===== src/rtl/ivw_pkg.sv =====
package ivw_pkg;

   // Core geometry.
   localparam int NUM_THREADS = 2;
   localparam int CFG_VEC_W   = 40;
   localparam int CFG_VEC_LSB = 2;
   localparam int PRIO_W      = 2;

   // Interrupt kinds that the core can raise besides system reset.
   typedef enum logic [4:0] {
      EXC_MCHK   = 5'h00, EXC_DSTOR  = 5'h01, EXC_DSEG   = 5'h02, EXC_ISTOR  = 5'h03,
      EXC_ISEG   = 5'h04, EXC_EXT    = 5'h05, EXC_ALIGN  = 5'h06, EXC_PROG   = 5'h07,
      EXC_FPUNAV = 5'h08, EXC_DEC    = 5'h09, EXC_HDEC   = 5'h0a, EXC_SYSCAL = 5'h0b,
      EXC_TRACE  = 5'h0c, EXC_VUNAV  = 5'h0d, EXC_SYSERR = 5'h0e, EXC_MAINT  = 5'h0f,
      EXC_THERM  = 5'h10
   } ivw_exc_t;

   // Fixed vector addresses.
   localparam logic [63:0] VEC_MCHK     = 64'h0000_0000_0000_0200;
   localparam logic [63:0] VEC_DSTOR    = 64'h0000_0000_0000_0300;
   localparam logic [63:0] VEC_DSEG     = 64'h0000_0000_0000_0380;
   localparam logic [63:0] VEC_ISTOR    = 64'h0000_0000_0000_0400;
   localparam logic [63:0] VEC_ISEG     = 64'h0000_0000_0000_0480;
   localparam logic [63:0] VEC_EXT      = 64'h0000_0000_0000_0500;
   localparam logic [63:0] VEC_ALIGN    = 64'h0000_0000_0000_0600;
   localparam logic [63:0] VEC_PROG     = 64'h0000_0000_0000_0700;
   localparam logic [63:0] VEC_FPUNAV   = 64'h0000_0000_0000_0800;
   localparam logic [63:0] VEC_DEC      = 64'h0000_0000_0000_0900;
   localparam logic [63:0] VEC_HDEC     = 64'h0000_0000_0000_0980;
   localparam logic [63:0] VEC_SYSCAL   = 64'h0000_0000_0000_0c00;
   localparam logic [63:0] VEC_TRACE    = 64'h0000_0000_0000_0d00;
   localparam logic [63:0] VEC_PERFMON  = 64'h0000_0000_0000_0f00;
   localparam logic [63:0] VEC_VUNAV    = 64'h0000_0000_0000_0f20;
   localparam logic [63:0] VEC_SYSERR   = 64'h0000_0000_0000_1200;
   localparam logic [63:0] VEC_MAINT    = 64'h0000_0000_0000_1600;
   localparam logic [63:0] VEC_THERM    = 64'h0000_0000_0000_1800;
   localparam logic [63:0] VEC_SRST_FIX = 64'h0000_0000_0000_0100;

   // Reset reason codes.
   localparam logic [2:0] RSN_NONE   = 3'h0;
   localparam logic [2:0] RSN_THERM  = 3'h2;
   localparam logic [2:0] RSN_DEC    = 3'h3;
   localparam logic [2:0] RSN_EXT    = 3'h4;
   localparam logic [2:0] RSN_POR    = 3'h5;
   localparam logic [2:0] RSN_SYSERR = 3'h6;

   // Register byte offsets and field positions.
   localparam logic [7:0] REG_CFG0    = 8'h00;
   localparam logic [7:0] REG_CFG1    = 8'h04;
   localparam logic [7:0] REG_TSW     = 8'h08;
   localparam logic [7:0] REG_THCTL   = 8'h0c;
   localparam logic [7:0] REG_VEC_LO  = 8'h10;
   localparam logic [7:0] REG_VEC_HI  = 8'h14;
   localparam logic [7:0] REG_REASON  = 8'h18;
   localparam int CFG0_THERM_BIT = 0;
   localparam int CFG0_SERR_BIT  = 1;
   localparam int CFG1_OVR_BIT   = 0;
   localparam int TSW_EXT_BIT    = 0;
   localparam int TSW_DEC_LSB    = 1;
   localparam int CTL_EN_LSB     = 0;
   localparam int CTL_PRIO_LSB   = 4;
   localparam int RSN_STRIDE     = 4;
   localparam int VEC_HI_W       = CFG_VEC_W - 32;
   localparam logic [PRIO_W-1:0] PRIO_HIGH  = 2'h3;
   localparam logic [PRIO_W-1:0] PRIO_RESET = 2'h2;

   // Per-thread sequencer states.
   typedef enum logic [2:0] {ST_IDLE = 3'h1, ST_DRAIN = 3'h2, ST_TAKE = 3'h4} ivw_state_t;

   // Request from the exception logic of one thread.
   typedef struct packed {
      logic     valid;
      ivw_exc_t kind;
   } ivw_exc_req_t;

   // Wake sources shared by the threads, decrementer per thread.
   typedef struct packed {
      logic                   therm;
      logic                   sysErr;
      logic                   ext;
      logic [NUM_THREADS-1:0] dec;
   } ivw_wake_src_t;

   // Interrupt taken by one thread.
   typedef struct packed {
      logic        take;
      logic        isReset;
      logic        setHv;
      logic        setSf;
      logic [2:0]  reason;
      logic [63:0] vector;
   } ivw_take_t;

endpackage


===== src/rtl/ivw_core.sv =====
// Decided for this implementation: the Wishbone interface to the registers and the address map.
`timescale 1ns/1ps
module ivw_core import ivw_pkg::*; (
   // Clock and reset.
   input  wire logic                            clk,
   input  wire logic                            reset_n,
   // Wishbone slave.
   input  wire logic                            wb_cyc_i,
   input  wire logic                            wb_stb_i,
   input  wire logic                            wb_we_i,
   input  wire logic [7:0]                      wb_adr_i,
   input  wire logic [3:0]                      wb_sel_i,
   input  wire logic [31:0]                     wb_dat_i,
   output logic      [31:0]                     wb_dat_o,
   output logic                                 wb_ack_o,
   // Reset and wake sources.
   input  wire logic [NUM_THREADS-1:0]          sysRstReq,
   input  wire ivw_wake_src_t                   wakeSrc,
   // Exception requests and pipeline handshake.
   input  wire ivw_exc_req_t [NUM_THREADS-1:0]  excReq,
   output logic      [NUM_THREADS-1:0]          excAck,
   output logic      [NUM_THREADS-1:0]          drainReq,
   input  wire logic [NUM_THREADS-1:0]          pipeDrained,
   // Taken interrupts and thread state.
   output ivw_take_t [NUM_THREADS-1:0]          takeOut,
   output logic      [NUM_THREADS-1:0]          threadEnable,
   output logic      [2*NUM_THREADS-1:0]        threadPrio
);

   // Expands byte selects into a bit mask for a masked register write.
   function automatic logic [31:0] laneMask(input logic [3:0] sel);
      logic [31:0] m;
      m = '0;
      for (int i = 0; i < 4; i++) begin
         m[8*i +: 8] = {8{sel[i]}};
      end
      return m;
   endfunction

   // Applies a masked write to an old register word.
   function automatic logic [31:0] merge(input logic [31:0] old, input logic [31:0] wd,
                                         input logic [3:0] sel);
      return (old & ~laneMask(sel)) | (wd & laneMask(sel));
   endfunction

   logic [31:0]                  cfg0_r;
   logic [31:0]                  cfg1_r;
   logic [31:0]                  tsw_r;
   logic [31:0]                  vecLo_r;
   logic [31:0]                  vecHi_r;
   logic [NUM_THREADS-1:0]       en_r;
   logic [2*NUM_THREADS-1:0]     prio_r;
   logic [3*NUM_THREADS-1:0]     reason_r;
   logic [NUM_THREADS-1:0]       ctlPend_r;
   logic                         ack_r;
   logic [31:0]                  dat_r;
   logic                         busReq;
   logic                         wrStb;
   logic                         ctlWrite;
   logic [31:0]                  ctlWord;
   logic [NUM_THREADS-1:0]       ctlWakeSet;
   logic [NUM_THREADS-1:0]       takeReset;
   logic [CFG_VEC_W-1:0]         cfgVec;
   ivw_take_t [NUM_THREADS-1:0]  take_r;

   // A request is served once; ack drops in the cycle after it is given.
   assign busReq   = wb_cyc_i && wb_stb_i && !ack_r;
   assign wrStb    = busReq && wb_we_i;
   assign ctlWrite = wrStb && (wb_adr_i == REG_THCTL);
   assign ctlWord  = merge({24'h00, prio_r, 2'h0, en_r}, wb_dat_i, wb_sel_i);
   assign cfgVec   = {vecHi_r[VEC_HI_W-1:0], vecLo_r};
   assign wb_ack_o = ack_r;
   assign wb_dat_o = dat_r;
   assign takeOut  = take_r;
   assign threadEnable = en_r;
   assign threadPrio   = prio_r;

   // Bus answer: every access is acked one cycle later, unmapped reads give zero.
   always_ff @(posedge clk) begin
      if (!reset_n) begin
         ack_r <= 1'b0;
         dat_r <= 32'h0000_0000;
      end else begin
         ack_r <= busReq;
         if (busReq && !wb_we_i) begin
            case (wb_adr_i)
               REG_CFG0:   dat_r <= cfg0_r;
               REG_CFG1:   dat_r <= cfg1_r;
               REG_TSW:    dat_r <= tsw_r;
               REG_THCTL:  dat_r <= {24'h00, prio_r, 2'h0, en_r};
               REG_VEC_LO: dat_r <= vecLo_r;
               REG_VEC_HI: dat_r <= vecHi_r;
               REG_REASON: dat_r <= {25'h0, reason_r[5:3], 1'b0, reason_r[2:0]};
               default:    dat_r <= 32'h0000_0000;
            endcase
         end
      end
   end

   // Configuration words; only the implemented bits are kept so the rest read zero.
   always_ff @(posedge clk) begin
      if (!reset_n) begin
         cfg0_r  <= 32'h0000_0000;
         cfg1_r  <= 32'h0000_0000;
         tsw_r   <= 32'h0000_0000;
         vecLo_r <= 32'h0000_0000;
         vecHi_r <= 32'h0000_0000;
      end else if (wrStb) begin
         case (wb_adr_i)
            REG_CFG0:   cfg0_r  <= merge(cfg0_r, wb_dat_i, wb_sel_i) & 32'h0000_0003;
            REG_CFG1:   cfg1_r  <= merge(cfg1_r, wb_dat_i, wb_sel_i) & 32'h0000_0001;
            REG_TSW:    tsw_r   <= merge(tsw_r, wb_dat_i, wb_sel_i) & 32'h0000_0007;
            REG_VEC_LO: vecLo_r <= merge(vecLo_r, wb_dat_i, wb_sel_i);
            REG_VEC_HI: vecHi_r <= merge(vecHi_r, wb_dat_i, wb_sel_i) & 32'h0000_00ff;
            default:    cfg0_r  <= cfg0_r;
         endcase
      end
   end

   // A control write that turns on a stopped thread wakes it through a reset.
   always_comb begin
      for (int t = 0; t < NUM_THREADS; t++) begin
         ctlWakeSet[t] = ctlWrite && ctlWord[CTL_EN_LSB + t] && !en_r[t];
         takeReset[t]  = take_r[t].take && take_r[t].isReset;
      end
   end

   // Thread enable and priority; the hardware set on a resume wins over software.
   always_ff @(posedge clk) begin
      if (!reset_n) begin
         en_r   <= '0;
         prio_r <= {NUM_THREADS{PRIO_RESET}};
      end else begin
         for (int t = 0; t < NUM_THREADS; t++) begin
            if (takeReset[t]) begin
               en_r[t]                 <= 1'b1;
               prio_r[PRIO_W*t +: PRIO_W] <= PRIO_HIGH;
            end else if (ctlWrite) begin
               en_r[t]                 <= ctlWord[CTL_EN_LSB + t];
               prio_r[PRIO_W*t +: PRIO_W] <= ctlWord[CTL_PRIO_LSB + PRIO_W*t +: PRIO_W];
            end
         end
      end
   end

   // Pending control wakes and reason codes; a new wake write beats the clear.
   always_ff @(posedge clk) begin
      if (!reset_n) begin
         ctlPend_r <= '0;
         reason_r  <= '0;
      end else begin
         for (int t = 0; t < NUM_THREADS; t++) begin
            if (ctlWakeSet[t]) begin
               ctlPend_r[t] <= 1'b1;
            end else if (takeReset[t] && take_r[t].reason == RSN_POR) begin
               ctlPend_r[t] <= 1'b0;
            end
            if (takeReset[t]) begin
               reason_r[3*t +: 3] <= take_r[t].reason;
            end
         end
      end
   end

   // One sequencer per thread: select, drain the pipeline, then take.
   for (genvar t = 0; t < NUM_THREADS; t++) begin : g_thr
      ivw_state_t  state_r;
      logic        wake;
      logic [2:0]  wakeReason;
      logic        rstLat_r;
      logic [2:0]  rsnLat_r;
      ivw_exc_t    kindLat_r;
      logic [63:0] vector;

      ivw_wake_arb u_arb (
         .suspended (!en_r[t]),
         .rstReq    (sysRstReq[t]),
         .ctlWake   (ctlPend_r[t]),
         .therm     (wakeSrc.therm && cfg0_r[CFG0_THERM_BIT]),
         .sysErr    (wakeSrc.sysErr && cfg0_r[CFG0_SERR_BIT]),
         .ext       (wakeSrc.ext && tsw_r[TSW_EXT_BIT]),
         .dec       (wakeSrc.dec[t] && tsw_r[TSW_DEC_LSB + t]),
         .wake      (wake),
         .reason    (wakeReason)
      );

      ivw_vector_map u_map (
         .kind        (kindLat_r),
         .isReset     (rstLat_r),
         .threadOne   (t != 0),
         .vecOverride (cfg1_r[CFG1_OVR_BIT]),
         .cfgVec      (cfgVec),
         .vector      (vector)
      );

      // Resets outrank ordinary exceptions while the sequencer is idle.
      assign excAck[t]   = (state_r == ST_IDLE) && !wake && excReq[t].valid;
      assign drainReq[t] = (state_r == ST_DRAIN);

      // State register and latched selection.
      always_ff @(posedge clk) begin
         if (!reset_n) begin
            state_r   <= ST_IDLE;
            rstLat_r  <= 1'b0;
            rsnLat_r  <= RSN_NONE;
            kindLat_r <= EXC_MCHK;
         end else begin
            case (state_r)
               ST_IDLE: begin
                  if (wake || excReq[t].valid) begin
                     state_r   <= ST_DRAIN;
                     rstLat_r  <= wake;
                     rsnLat_r  <= wakeReason;
                     kindLat_r <= excReq[t].kind;
                  end
               end
               ST_DRAIN: begin
                  if (pipeDrained[t]) begin
                     state_r <= ST_TAKE;
                  end
               end
               ST_TAKE: state_r <= ST_IDLE;
               default: state_r <= ST_IDLE;
            endcase
         end
      end

      // The vector is resolved at the drain edge so configuration is current.
      always_ff @(posedge clk) begin
         if (!reset_n) begin
            take_r[t] <= '0;
         end else if (state_r == ST_DRAIN && pipeDrained[t]) begin
            take_r[t].take    <= 1'b1;
            take_r[t].isReset <= rstLat_r;
            take_r[t].setHv   <= rstLat_r;
            take_r[t].setSf   <= rstLat_r;
            take_r[t].reason  <= rstLat_r ? rsnLat_r : RSN_NONE;
            take_r[t].vector  <= vector;
         end else begin
            take_r[t].take <= 1'b0;
         end
      end

      property p_vec_a;
         @(posedge clk) disable iff (!reset_n) take_r[t].take && !take_r[t].isReset |->
            (kindLat_r != EXC_MCHK || take_r[t].vector == VEC_MCHK) &&
            (kindLat_r != EXC_DSTOR || take_r[t].vector == VEC_DSTOR) &&
            (kindLat_r != EXC_DSEG || take_r[t].vector == VEC_DSEG);
      endproperty
      a_vec_a: assert property (p_vec_a) else $error("bad vector group a");

      property p_vec_b;
         @(posedge clk) disable iff (!reset_n) take_r[t].take && !take_r[t].isReset |->
            (kindLat_r != EXC_ISTOR || take_r[t].vector == VEC_ISTOR) &&
            (kindLat_r != EXC_EXT || take_r[t].vector == VEC_EXT);
      endproperty
      a_vec_b: assert property (p_vec_b) else $error("bad vector group b");

      property p_vec_c;
         @(posedge clk) disable iff (!reset_n) take_r[t].take && !take_r[t].isReset |->
            (kindLat_r != EXC_HDEC || take_r[t].vector == VEC_HDEC) &&
            (kindLat_r != EXC_THERM || take_r[t].vector == VEC_THERM);
      endproperty
      a_vec_c: assert property (p_vec_c) else $error("bad vector group c");

      property p_vec_d;
         @(posedge clk) disable iff (!reset_n) take_r[t].take && !take_r[t].isReset |->
            (kindLat_r != EXC_ALIGN || take_r[t].vector == VEC_ALIGN) &&
            (kindLat_r != EXC_VUNAV || take_r[t].vector == VEC_VUNAV) &&
            (kindLat_r != EXC_SYSERR || take_r[t].vector == VEC_SYSERR);
      endproperty
      a_vec_d: assert property (p_vec_d) else $error("bad vector group d");

      property p_no_perf;
         @(posedge clk) disable iff (!reset_n) take_r[t].take |->
            take_r[t].vector != VEC_PERFMON;
      endproperty
      a_no_perf: assert property (p_no_perf) else $error("perf vector taken");

      property p_hv_sf;
         @(posedge clk) disable iff (!reset_n) take_r[t].take |->
            take_r[t].setHv == take_r[t].isReset && take_r[t].setSf == take_r[t].isReset;
      endproperty
      a_hv_sf: assert property (p_hv_sf) else $error("hv or sf wrong");

      property p_rst_vec;
         @(posedge clk) disable iff (!reset_n) takeReset[t] &&
            (t != 0 || $past(cfg1_r[CFG1_OVR_BIT])) |-> take_r[t].vector == VEC_SRST_FIX;
      endproperty
      a_rst_vec: assert property (p_rst_vec) else $error("fixed reset vector wrong");

      property p_cfg_vec;
         @(posedge clk) disable iff (!reset_n) takeReset[t] && t == 0 &&
            !$past(cfg1_r[CFG1_OVR_BIT]) |->
            take_r[t].vector == {22'h000000, $past(cfgVec), 2'h0};
      endproperty
      a_cfg_vec: assert property (p_cfg_vec) else $error("config reset vector wrong");

      property p_drained;
         @(posedge clk) disable iff (!reset_n) $rose(take_r[t].take) |->
            $past(drainReq[t]) && $past(pipeDrained[t]);
      endproperty
      a_drained: assert property (p_drained) else $error("taken before drain");

      property p_resume;
         @(posedge clk) disable iff (!reset_n) takeReset[t] |=>
            en_r[t] && prio_r[PRIO_W*t +: PRIO_W] == PRIO_HIGH && take_r[t].take == 1'b0;
      endproperty
      a_resume: assert property (p_resume) else $error("resume state wrong");

      // A thermal, system error or external wake reason is only accepted while its own enable is on.
      property p_wake_en;
         @(posedge clk) disable iff (!reset_n) state_r == ST_IDLE && wake |->
            (wakeReason != RSN_EXT || tsw_r[TSW_EXT_BIT]) &&
            (wakeReason != RSN_THERM || cfg0_r[CFG0_THERM_BIT]) &&
            (wakeReason != RSN_SYSERR || cfg0_r[CFG0_SERR_BIT]);
      endproperty
      a_wake_en: assert property (p_wake_en) else $error("ungated wake");

      property p_reason;
         @(posedge clk) disable iff (!reset_n) takeReset[t] |=>
            reason_r[3*t +: 3] == $past(take_r[t].reason);
      endproperty
      a_reason: assert property (p_reason) else $error("reason code not kept");

      c_normal: cover property (@(posedge clk) take_r[t].take && !take_r[t].isReset);
      c_reset:  cover property (@(posedge clk) takeReset[t] && take_r[t].reason == RSN_POR);
      c_wake:   cover property (@(posedge clk) takeReset[t] && take_r[t].reason == RSN_DEC);
      c_ext:    cover property (@(posedge clk) takeReset[t] && take_r[t].reason == RSN_EXT);
   end

endmodule


===== src/rtl/ivw_vector_map.sv =====
`timescale 1ns/1ps
module ivw_vector_map import ivw_pkg::*; (
   // Selection.
   input  wire ivw_exc_t           kind,
   input  wire logic               isReset,
   input  wire logic               threadOne,
   // Reset vector configuration.
   input  wire logic               vecOverride,
   input  wire logic [CFG_VEC_W-1:0] cfgVec,
   // Result.
   output logic [63:0]             vector
);

   // Fixed table; the unimplemented performance monitor slot is never produced.
   always_comb begin
      vector = VEC_MCHK;
      if (isReset) begin
         if (threadOne || vecOverride) begin
            vector = VEC_SRST_FIX;
         end else begin
            vector = '0;
            vector[CFG_VEC_LSB +: CFG_VEC_W] = cfgVec;
         end
      end else begin
         case (kind)
            EXC_MCHK:   vector = VEC_MCHK;
            EXC_DSTOR:  vector = VEC_DSTOR;
            EXC_DSEG:   vector = VEC_DSEG;
            EXC_ISTOR:  vector = VEC_ISTOR;
            EXC_ISEG:   vector = VEC_ISEG;
            EXC_EXT:    vector = VEC_EXT;
            EXC_ALIGN:  vector = VEC_ALIGN;
            EXC_PROG:   vector = VEC_PROG;
            EXC_FPUNAV: vector = VEC_FPUNAV;
            EXC_DEC:    vector = VEC_DEC;
            EXC_HDEC:   vector = VEC_HDEC;
            EXC_SYSCAL: vector = VEC_SYSCAL;
            EXC_TRACE:  vector = VEC_TRACE;
            EXC_VUNAV:  vector = VEC_VUNAV;
            EXC_SYSERR: vector = VEC_SYSERR;
            EXC_MAINT:  vector = VEC_MAINT;
            EXC_THERM:  vector = VEC_THERM;
            default:    vector = VEC_MCHK;
         endcase
      end
   end

endmodule


===== src/rtl/ivw_wake_arb.sv =====
`timescale 1ns/1ps
module ivw_wake_arb import ivw_pkg::*; (
   // Thread condition.
   input  wire logic       suspended,
   input  wire logic       rstReq,
   input  wire logic       ctlWake,
   // Wake sources, already gated by their enables.
   input  wire logic       therm,
   input  wire logic       sysErr,
   input  wire logic       ext,
   input  wire logic       dec,
   // Result.
   output logic            wake,
   output logic [2:0]      reason
);

   // Fixed priority so that a single reason is recorded per reset.
   always_comb begin
      wake   = 1'b1;
      reason = RSN_NONE;
      if (rstReq || ctlWake) begin
         reason = RSN_POR;
      end else if (suspended && sysErr) begin
         reason = RSN_SYSERR;
      end else if (suspended && therm) begin
         reason = RSN_THERM;
      end else if (suspended && ext) begin
         reason = RSN_EXT;
      end else if (suspended && dec) begin
         reason = RSN_DEC;
      end else begin
         wake = 1'b0;
      end
   end

endmodule


===== config.mk =====
export PLATFORM = sky130hd
export DESIGN_NAME = ivw_core
export DESIGN_NICKNAME = d
export VERILOG_FILES = /design/src/rtl/ivw_pkg.sv /design/src/rtl/ivw_core.sv /design/src/rtl/ivw_vector_map.sv /design/src/rtl/ivw_wake_arb.sv
export SDC_FILE = /design/constraint.sdc
export NUM_CORES = 1
export LEC_CHECK = 0
export ABC_CLOCK_PERIOD_IN_PS = 2300
export BUFFER_PORTS_ARGS = -buffer_cell sky130_fd_sc_hd__buf_2
export CAP_MARGIN = 5
export CORE_MARGIN = 2
export CORE_UTILIZATION = 46
export DETAILED_ROUTE_END_ITERATION = 7
export GPL_TIMING_DRIVEN = 0
export PLACE_DENSITY = 0.76
export SLEW_MARGIN = 20
export SYNTH_ARGS = -nofsm -noshare
export SYNTH_HDL_FRONTEND = slang
export SYNTH_SLANG_ARGS = --single-unit

===== constraint.sdc =====
create_clock -name clk -period 2.3 [get_ports clk]
set_input_delay 0.115 -clock clk [delete_from_list [all_inputs] [get_ports clk]]
set_output_delay 0.115 -clock clk [all_outputs]
set_load 0.01 [all_outputs]

# Yosys cells after proc, flatten, opt, wreduce, memory -nomap -nowiden
# Memory sizes are Yosys's and may differ from the RTL's. A register that Yosys moved wholly into a read port is not among the register bits.
# Cells that the tools add are included.
[word_totals] register_bits=255 rom_bits=448 wordCells=174 memories=2
[op_classes] n_eq_ne=16 muxes=50 n_bitwise=15 n_reduce_logical=58
[mem_list] name="(no name shown)" words=32 word_bits=7 rd=1 rd_ports_with_merged_regs=1 write_ports=0 line_no="ivw_vector_map.sv:25" source="case (kind)"
[mem_list] name="(no name shown)" words=32 word_bits=7 rd=1 rd_ports_with_merged_regs=1 write_ports=0 line_no="ivw_vector_map.sv:25"
[ops] cell="$pmux W32 S7" n=1
[ops] cell="$mux W64" n=2
[ops] cell="$and A32 B32 Y32" n=2
[ops] cell="$mux W3" n=14
[ops] cell="$mux W42" n=1
[ops] cell="$logic_and A1 B1 Y1" n=32
[ops] cell="$not A32 Y32" n=1
[ops] cell="$or A32 B32 Y32" n=1
[ops] cell="$eq A8 B5 Y1 const B" n=3
[ops] cell="$mux W1" n=24
[ops] cell="$mux W5" n=4
[ops] cell="$reduce_and A2 Y1" n=9
[ops] cell="$and A8 B8 Y8" n=2
[ops] cell="$eq A8 B4 Y1 const B" n=2
[ops] cell="$or A8 B8 Y8" n=2
[ops] cell="$pmux W3 S2" n=2
[ops] cell="$eq A8 B3 Y1 const B" n=1
[ops] cell="$logic_not A8 Y1" n=1
[ops] cell="$ne A2 B1 Y1 const B" n=4
[ops] cell="$reduce_bool A2 Y1" n=4
[ops] cell="$eq A3 B1 Y1 const B" n=2
[ops] cell="$eq A3 B2 Y1 const B" n=2
[ops] cell="$eq A3 B3 Y1 const B" n=2
[ops] cell="$logic_not A1 Y1" n=6
[ops] cell="10 further kinds" n=15

# Longest topological paths before layout
[logic_depth] depth_word=11 ltp_mapped=10

# By module
# Synthesis repeated with hierarchy kept, for this count alone.
[unflattened] cells_unflattened=1328 area_unflattened_um2=10869.2
[modules_own_cells] module="ivw_core" instances=1 cells_each=1098 area_per_inst_um2=9335.2 seq_area_each_um2=5104.9
[modules_own_cells] module="ivw_vector_map" instances=2 cells_each=105 area_per_inst_um2=695.7 seq_area_each_um2=0.0
[modules_own_cells] module="ivw_wake_arb" instances=2 cells_each=10 area_per_inst_um2=71.3 seq_area_each_um2=0.0

# Worst setup path before layout
# OpenSTA, ideal clock, no wires.
[synth_path] path_type="flip-flop to flip-flop" from="register with a tool-made name" to="register with a tool-made name" setup_time_ns=0.133 t_arrival_ns=2.301 required_time_ns=2.167 path_slack_ns=-0.134 path_stages_with_launch=10 n_path_buf=1 period_less_slack_ns=2.434 path_cell_list="dfxtp_1 -> a222oi_1 -> a21oi_2 -> o21ai_4 -> mux2_4 -> and2_4 -> buf_8 -> ha_1 -> nor3_1 -> a311oi_2"

==> results.cfg <==
[run_status]
outcome = finished, final reports clean

[pwr]
switching_share = 0.268
vdd_drop_max_mv = 0.539
clkPwrFrac = 0.410
switching_power_mw = 1.94
combPwrFrac = 0.124
power_density_nw_per_um2 = 678
seqPwrFrac = 0.466
p_int_mw = 5.30
leakage_nw = 4.74

[layout]
layout-drive-gt1-share = 0.304
diodes = 0
design_area_um2 = 10700
fin_nets = 1282
num-fill-cells = 1508
fin_cells = 1440
areaGrowthSynthToFinish_pct = 34.4

[placed_design]
place_inst = 1357
place_congestion = 0.921
post_dp_cell_area_um2 = 9440
port_buffers = 171
dp_hpwl_mm = 16.3
dp_slack_ns = -0.466

[floorplan]
initial_core_util = 0.465
fp.dieH_um = 136
coreArea_um2 = 17100
die_area_um2 = 18400
die_x_um = 136
io_pins = 255
num_rows = 48

[clock_network]
clock_latency_ns = 0.44
cts_sinks = 188
cts_buffers = 17
cts-htree-levels = 4
path_clk_slew_ns = 0.07
ctsRootBufferMaster = clkbuf_16
cts_tree = built
cts_buffer_depth = 2

[global_routing]
grt-ovfl-total = 0
grt_pass1_vias = 6513
antenna_found_initial = 0
grt_pass1_wl_mm = 33.9
grt_usage = 0.239
grt_max_degree = 20

[routing]
drc_errors = 0
antenna_left = 0
vias = 7305
drt-pass1-iter-count = 7
wl_per_cell_um = 15.8
drt_iter0_drc = 489
drt_wl_total_mm = 22.8
vias_per_cell = 5.07

[timing]
finalMaxSlewViolations = 0
slew_headroom = 0.313
fin_crit_sh = 0.988
final_hold_viol_count = 0
finClkSkew_ns = 0.0101
setup_violations = 0
tightest_slew_ns = 1.03
setup_ws_ns = 0.0285
period_needed_ns = 2.27
finalSetupTns_ns = 0
rsz0062_at_grt = true
fmax_ghz = 0.440

[worst_setup_path]
cp.buffers_inverters = 2
crit_arrival_ns = 2.61
critical_path_required_ns = 2.64
startpoint_type = flop
max_stage_delay_ns = 0.37
reg2reg_depth = 10
end_kind = flop
path_class = reg -> reg
crit_fanout = 7
r2r_setup_slack_ns = 0.03
path_cells = a222oi_1 > buf_4 > a21oi_4 > o21ai_4 > mux2_4 > and2_4 > inv_8 > ha_4 > nand4b_1 > o31ai_2
path_delay_family = compound AO/OA/AOI/OAI gates
slowest_stage = dfxtp_4

[flow_run]
cap_violations = 0

[synth]
yosysSeqAreaShare = 0.473
synth_area_leaders = dfxtp_1 (47%), buf_4 (8.0%), mux2i_1 (5.0%), nand2_1 (4.9%), nor2_1 (4.8%)
synth.cell_area_um2 = 7960
yosys_warnings = 0
synth-edff-count = 0
synth_top_cell_area_share = 0.473
synthCells = 881
yosysTopAreaCell = dfxtp_1
yosysUniqueCellTypes = 67
async_flop_share = 0
synth_flop_cell = dfxtp_1
avgSynthCellArea_um2 = 9.03
synth_seq_cells = 188

[worst_hold_path]
worstHoldPathCells = 3
hold_path_startpoint = wb_dat_i[0]
whs_endpoint = ctlPend_r[0]
hold_path_class = in -> reg
worst register-to-register path, cell delays in order, from the launching register on:
cell	delay [ns]
dfxtp_4	0.37
a222oi_1	0.31
buf_4	0.19
a21oi_4	0.07
o21ai_4	0.19
mux2_4	0.32
and2_4	0.24
inv_8	0.09
ha_4	0.13
nand4b_1	0.18
o31ai_2	0.11
cell usage after synthesis, types with 3 or more instances:
master      n
a21oi_1    65
or3_1       4
o21ai_1     5
nand4_1     4
o21ai_0    10
nand2b_1    7
inv_1       7
nand2_1   104
ha_1       10
nand3b_1    4
o22ai_1     5
buf_4      85
dfxtp_1   188
nor2b_1     6
a22o_1     33
mux2i_1    40
a221oi_1    7
clkbuf_1   37
mux2_2      5
nor2_1    101
a211oi_1    4
nor3b_1     8
a22oi_1    34
nor3_1     19
and2_1      8
buf_2       5
inv_2       3
nand3_1    25
worst max path at each step:
stage                            from           end  slack [ns]  cells after the start
floorplan                        flop          flop       -0.02                     10
global placement    g_thr[0].rstLat_r   takeOut[16]       -0.41                      6
detailed placement  g_thr[0].rstLat_r   takeOut[16]       -0.47                      6
CTS                 g_thr[0].rstLat_r   takeOut[28]        0.01                      6
global route                 wb_ack_o  wb_dat_o[18]       -0.05                      6
finish                           flop          flop        0.03                     10
per-stage QoR:
stage / hold WS [ns] / power (mW) / utilization
floorplan: 0.255 / 3.99 / -
global placement: 0.369 / 4.18 / 0.552
detailed placement: 0.372 / 4.19 / 0.552
CTS: 0.00644 / 7.20 / 0.614
global route: 0.0134 / 7.50 / 0.625
finish: 0.0231 / 7.25 / 0.625
metal layers:
layer / vias to the layer above / part of all wire / global-route usage / wire, um
li1: 3562 / - / - / -
met1: 3371 / 0.41 / 0.301 / 9390
met2: 318 / 0.48 / 0.397 / 11000
met3: 54 / 0.073 / 0.0572 / 1670
met4: 0 / 0.033 / 0.0949 / 763
met5: - / 0 / 0 / 0
placed cells by master (no fill, tap or decap), types with 4 or more instances in the layout:
master	count
o21ai_0	9
and2_1	8
nand3_1	25
dfxtp_1	184
a21oi_1	64
nor3_1	14
ha_4	4
mux2i_1	39
o22ai_1	5
clkbuf_16	17
a211oi_2	4
inv_8	5
clkbuf_1	33
nor3b_1	8
inv_2	4
nor2_1	97
a22oi_1	34
nor2b_1	6
nand4_1	4
nand2b_1	6
dlygate4sd3_1	34
o21ai_1	5
nand2_1	103
or3_1	4
buf_2	174
a221oi_1	7
mux2_2	5
a22o_1	33
conb_1	81
inv_1	6
nand3b_1	4
ha_1	6
buf_4	104
power groups by stage:
stage / logic, mW / clock network (mW) / registers (mW)
finish: 0.897 / 2.97 / 3.38
global route: 0.976 / 3.14 / 3.39
CTS: 0.815 / 3.01 / 3.38
detailed placement: 0.735 / 0 / 3.45
global placement: 0.727 / 0 / 3.45
floorplan: 0.544 / 0 / 3.45
layout make-up:
type / instances / area [um^2] / share of cell area
clock inverters: 15 / 179 / 0.0167
flip-flops and latches: 188 / 3770 / 0.353
plain buffers: 129 / 822 / 0.0769
clock buffers: 17 / 425 / 0.0398
well taps: 225 / 282 / 0.0263
inverters: 13 / 58.8 / 0.00550
repair buffers: 223 / 1330 / 0.125
multi-input cells: 630 / 3820 / 0.358
cells by family (layout without fill, tap and decap cells):
kind of cell               count (synthesis)  after routing  synth area share
AOI/OAI and AO/OA                        190            190             0.168
adders and majority gates                 10             10            0.0157
buffers and inverters                    143            397             0.110
DFF                                      188            188             0.473
muxes                                     47             47            0.0610
other                                      1             81          0.000471
and+or+nand+nor                          302            302             0.172
repair_timing:
item / 4_1_cts / 5_1_grt
hold endpoints to repair: 41 / 0
hold buffers: 34 / 0
setup buffers: 11 / 7
gates resized for setup: 13 / 37
pin swaps: 4 / 6
endpoints found under the setup margin: 47 / 50
Note: power is estimated with default switching activity, not from simulation.
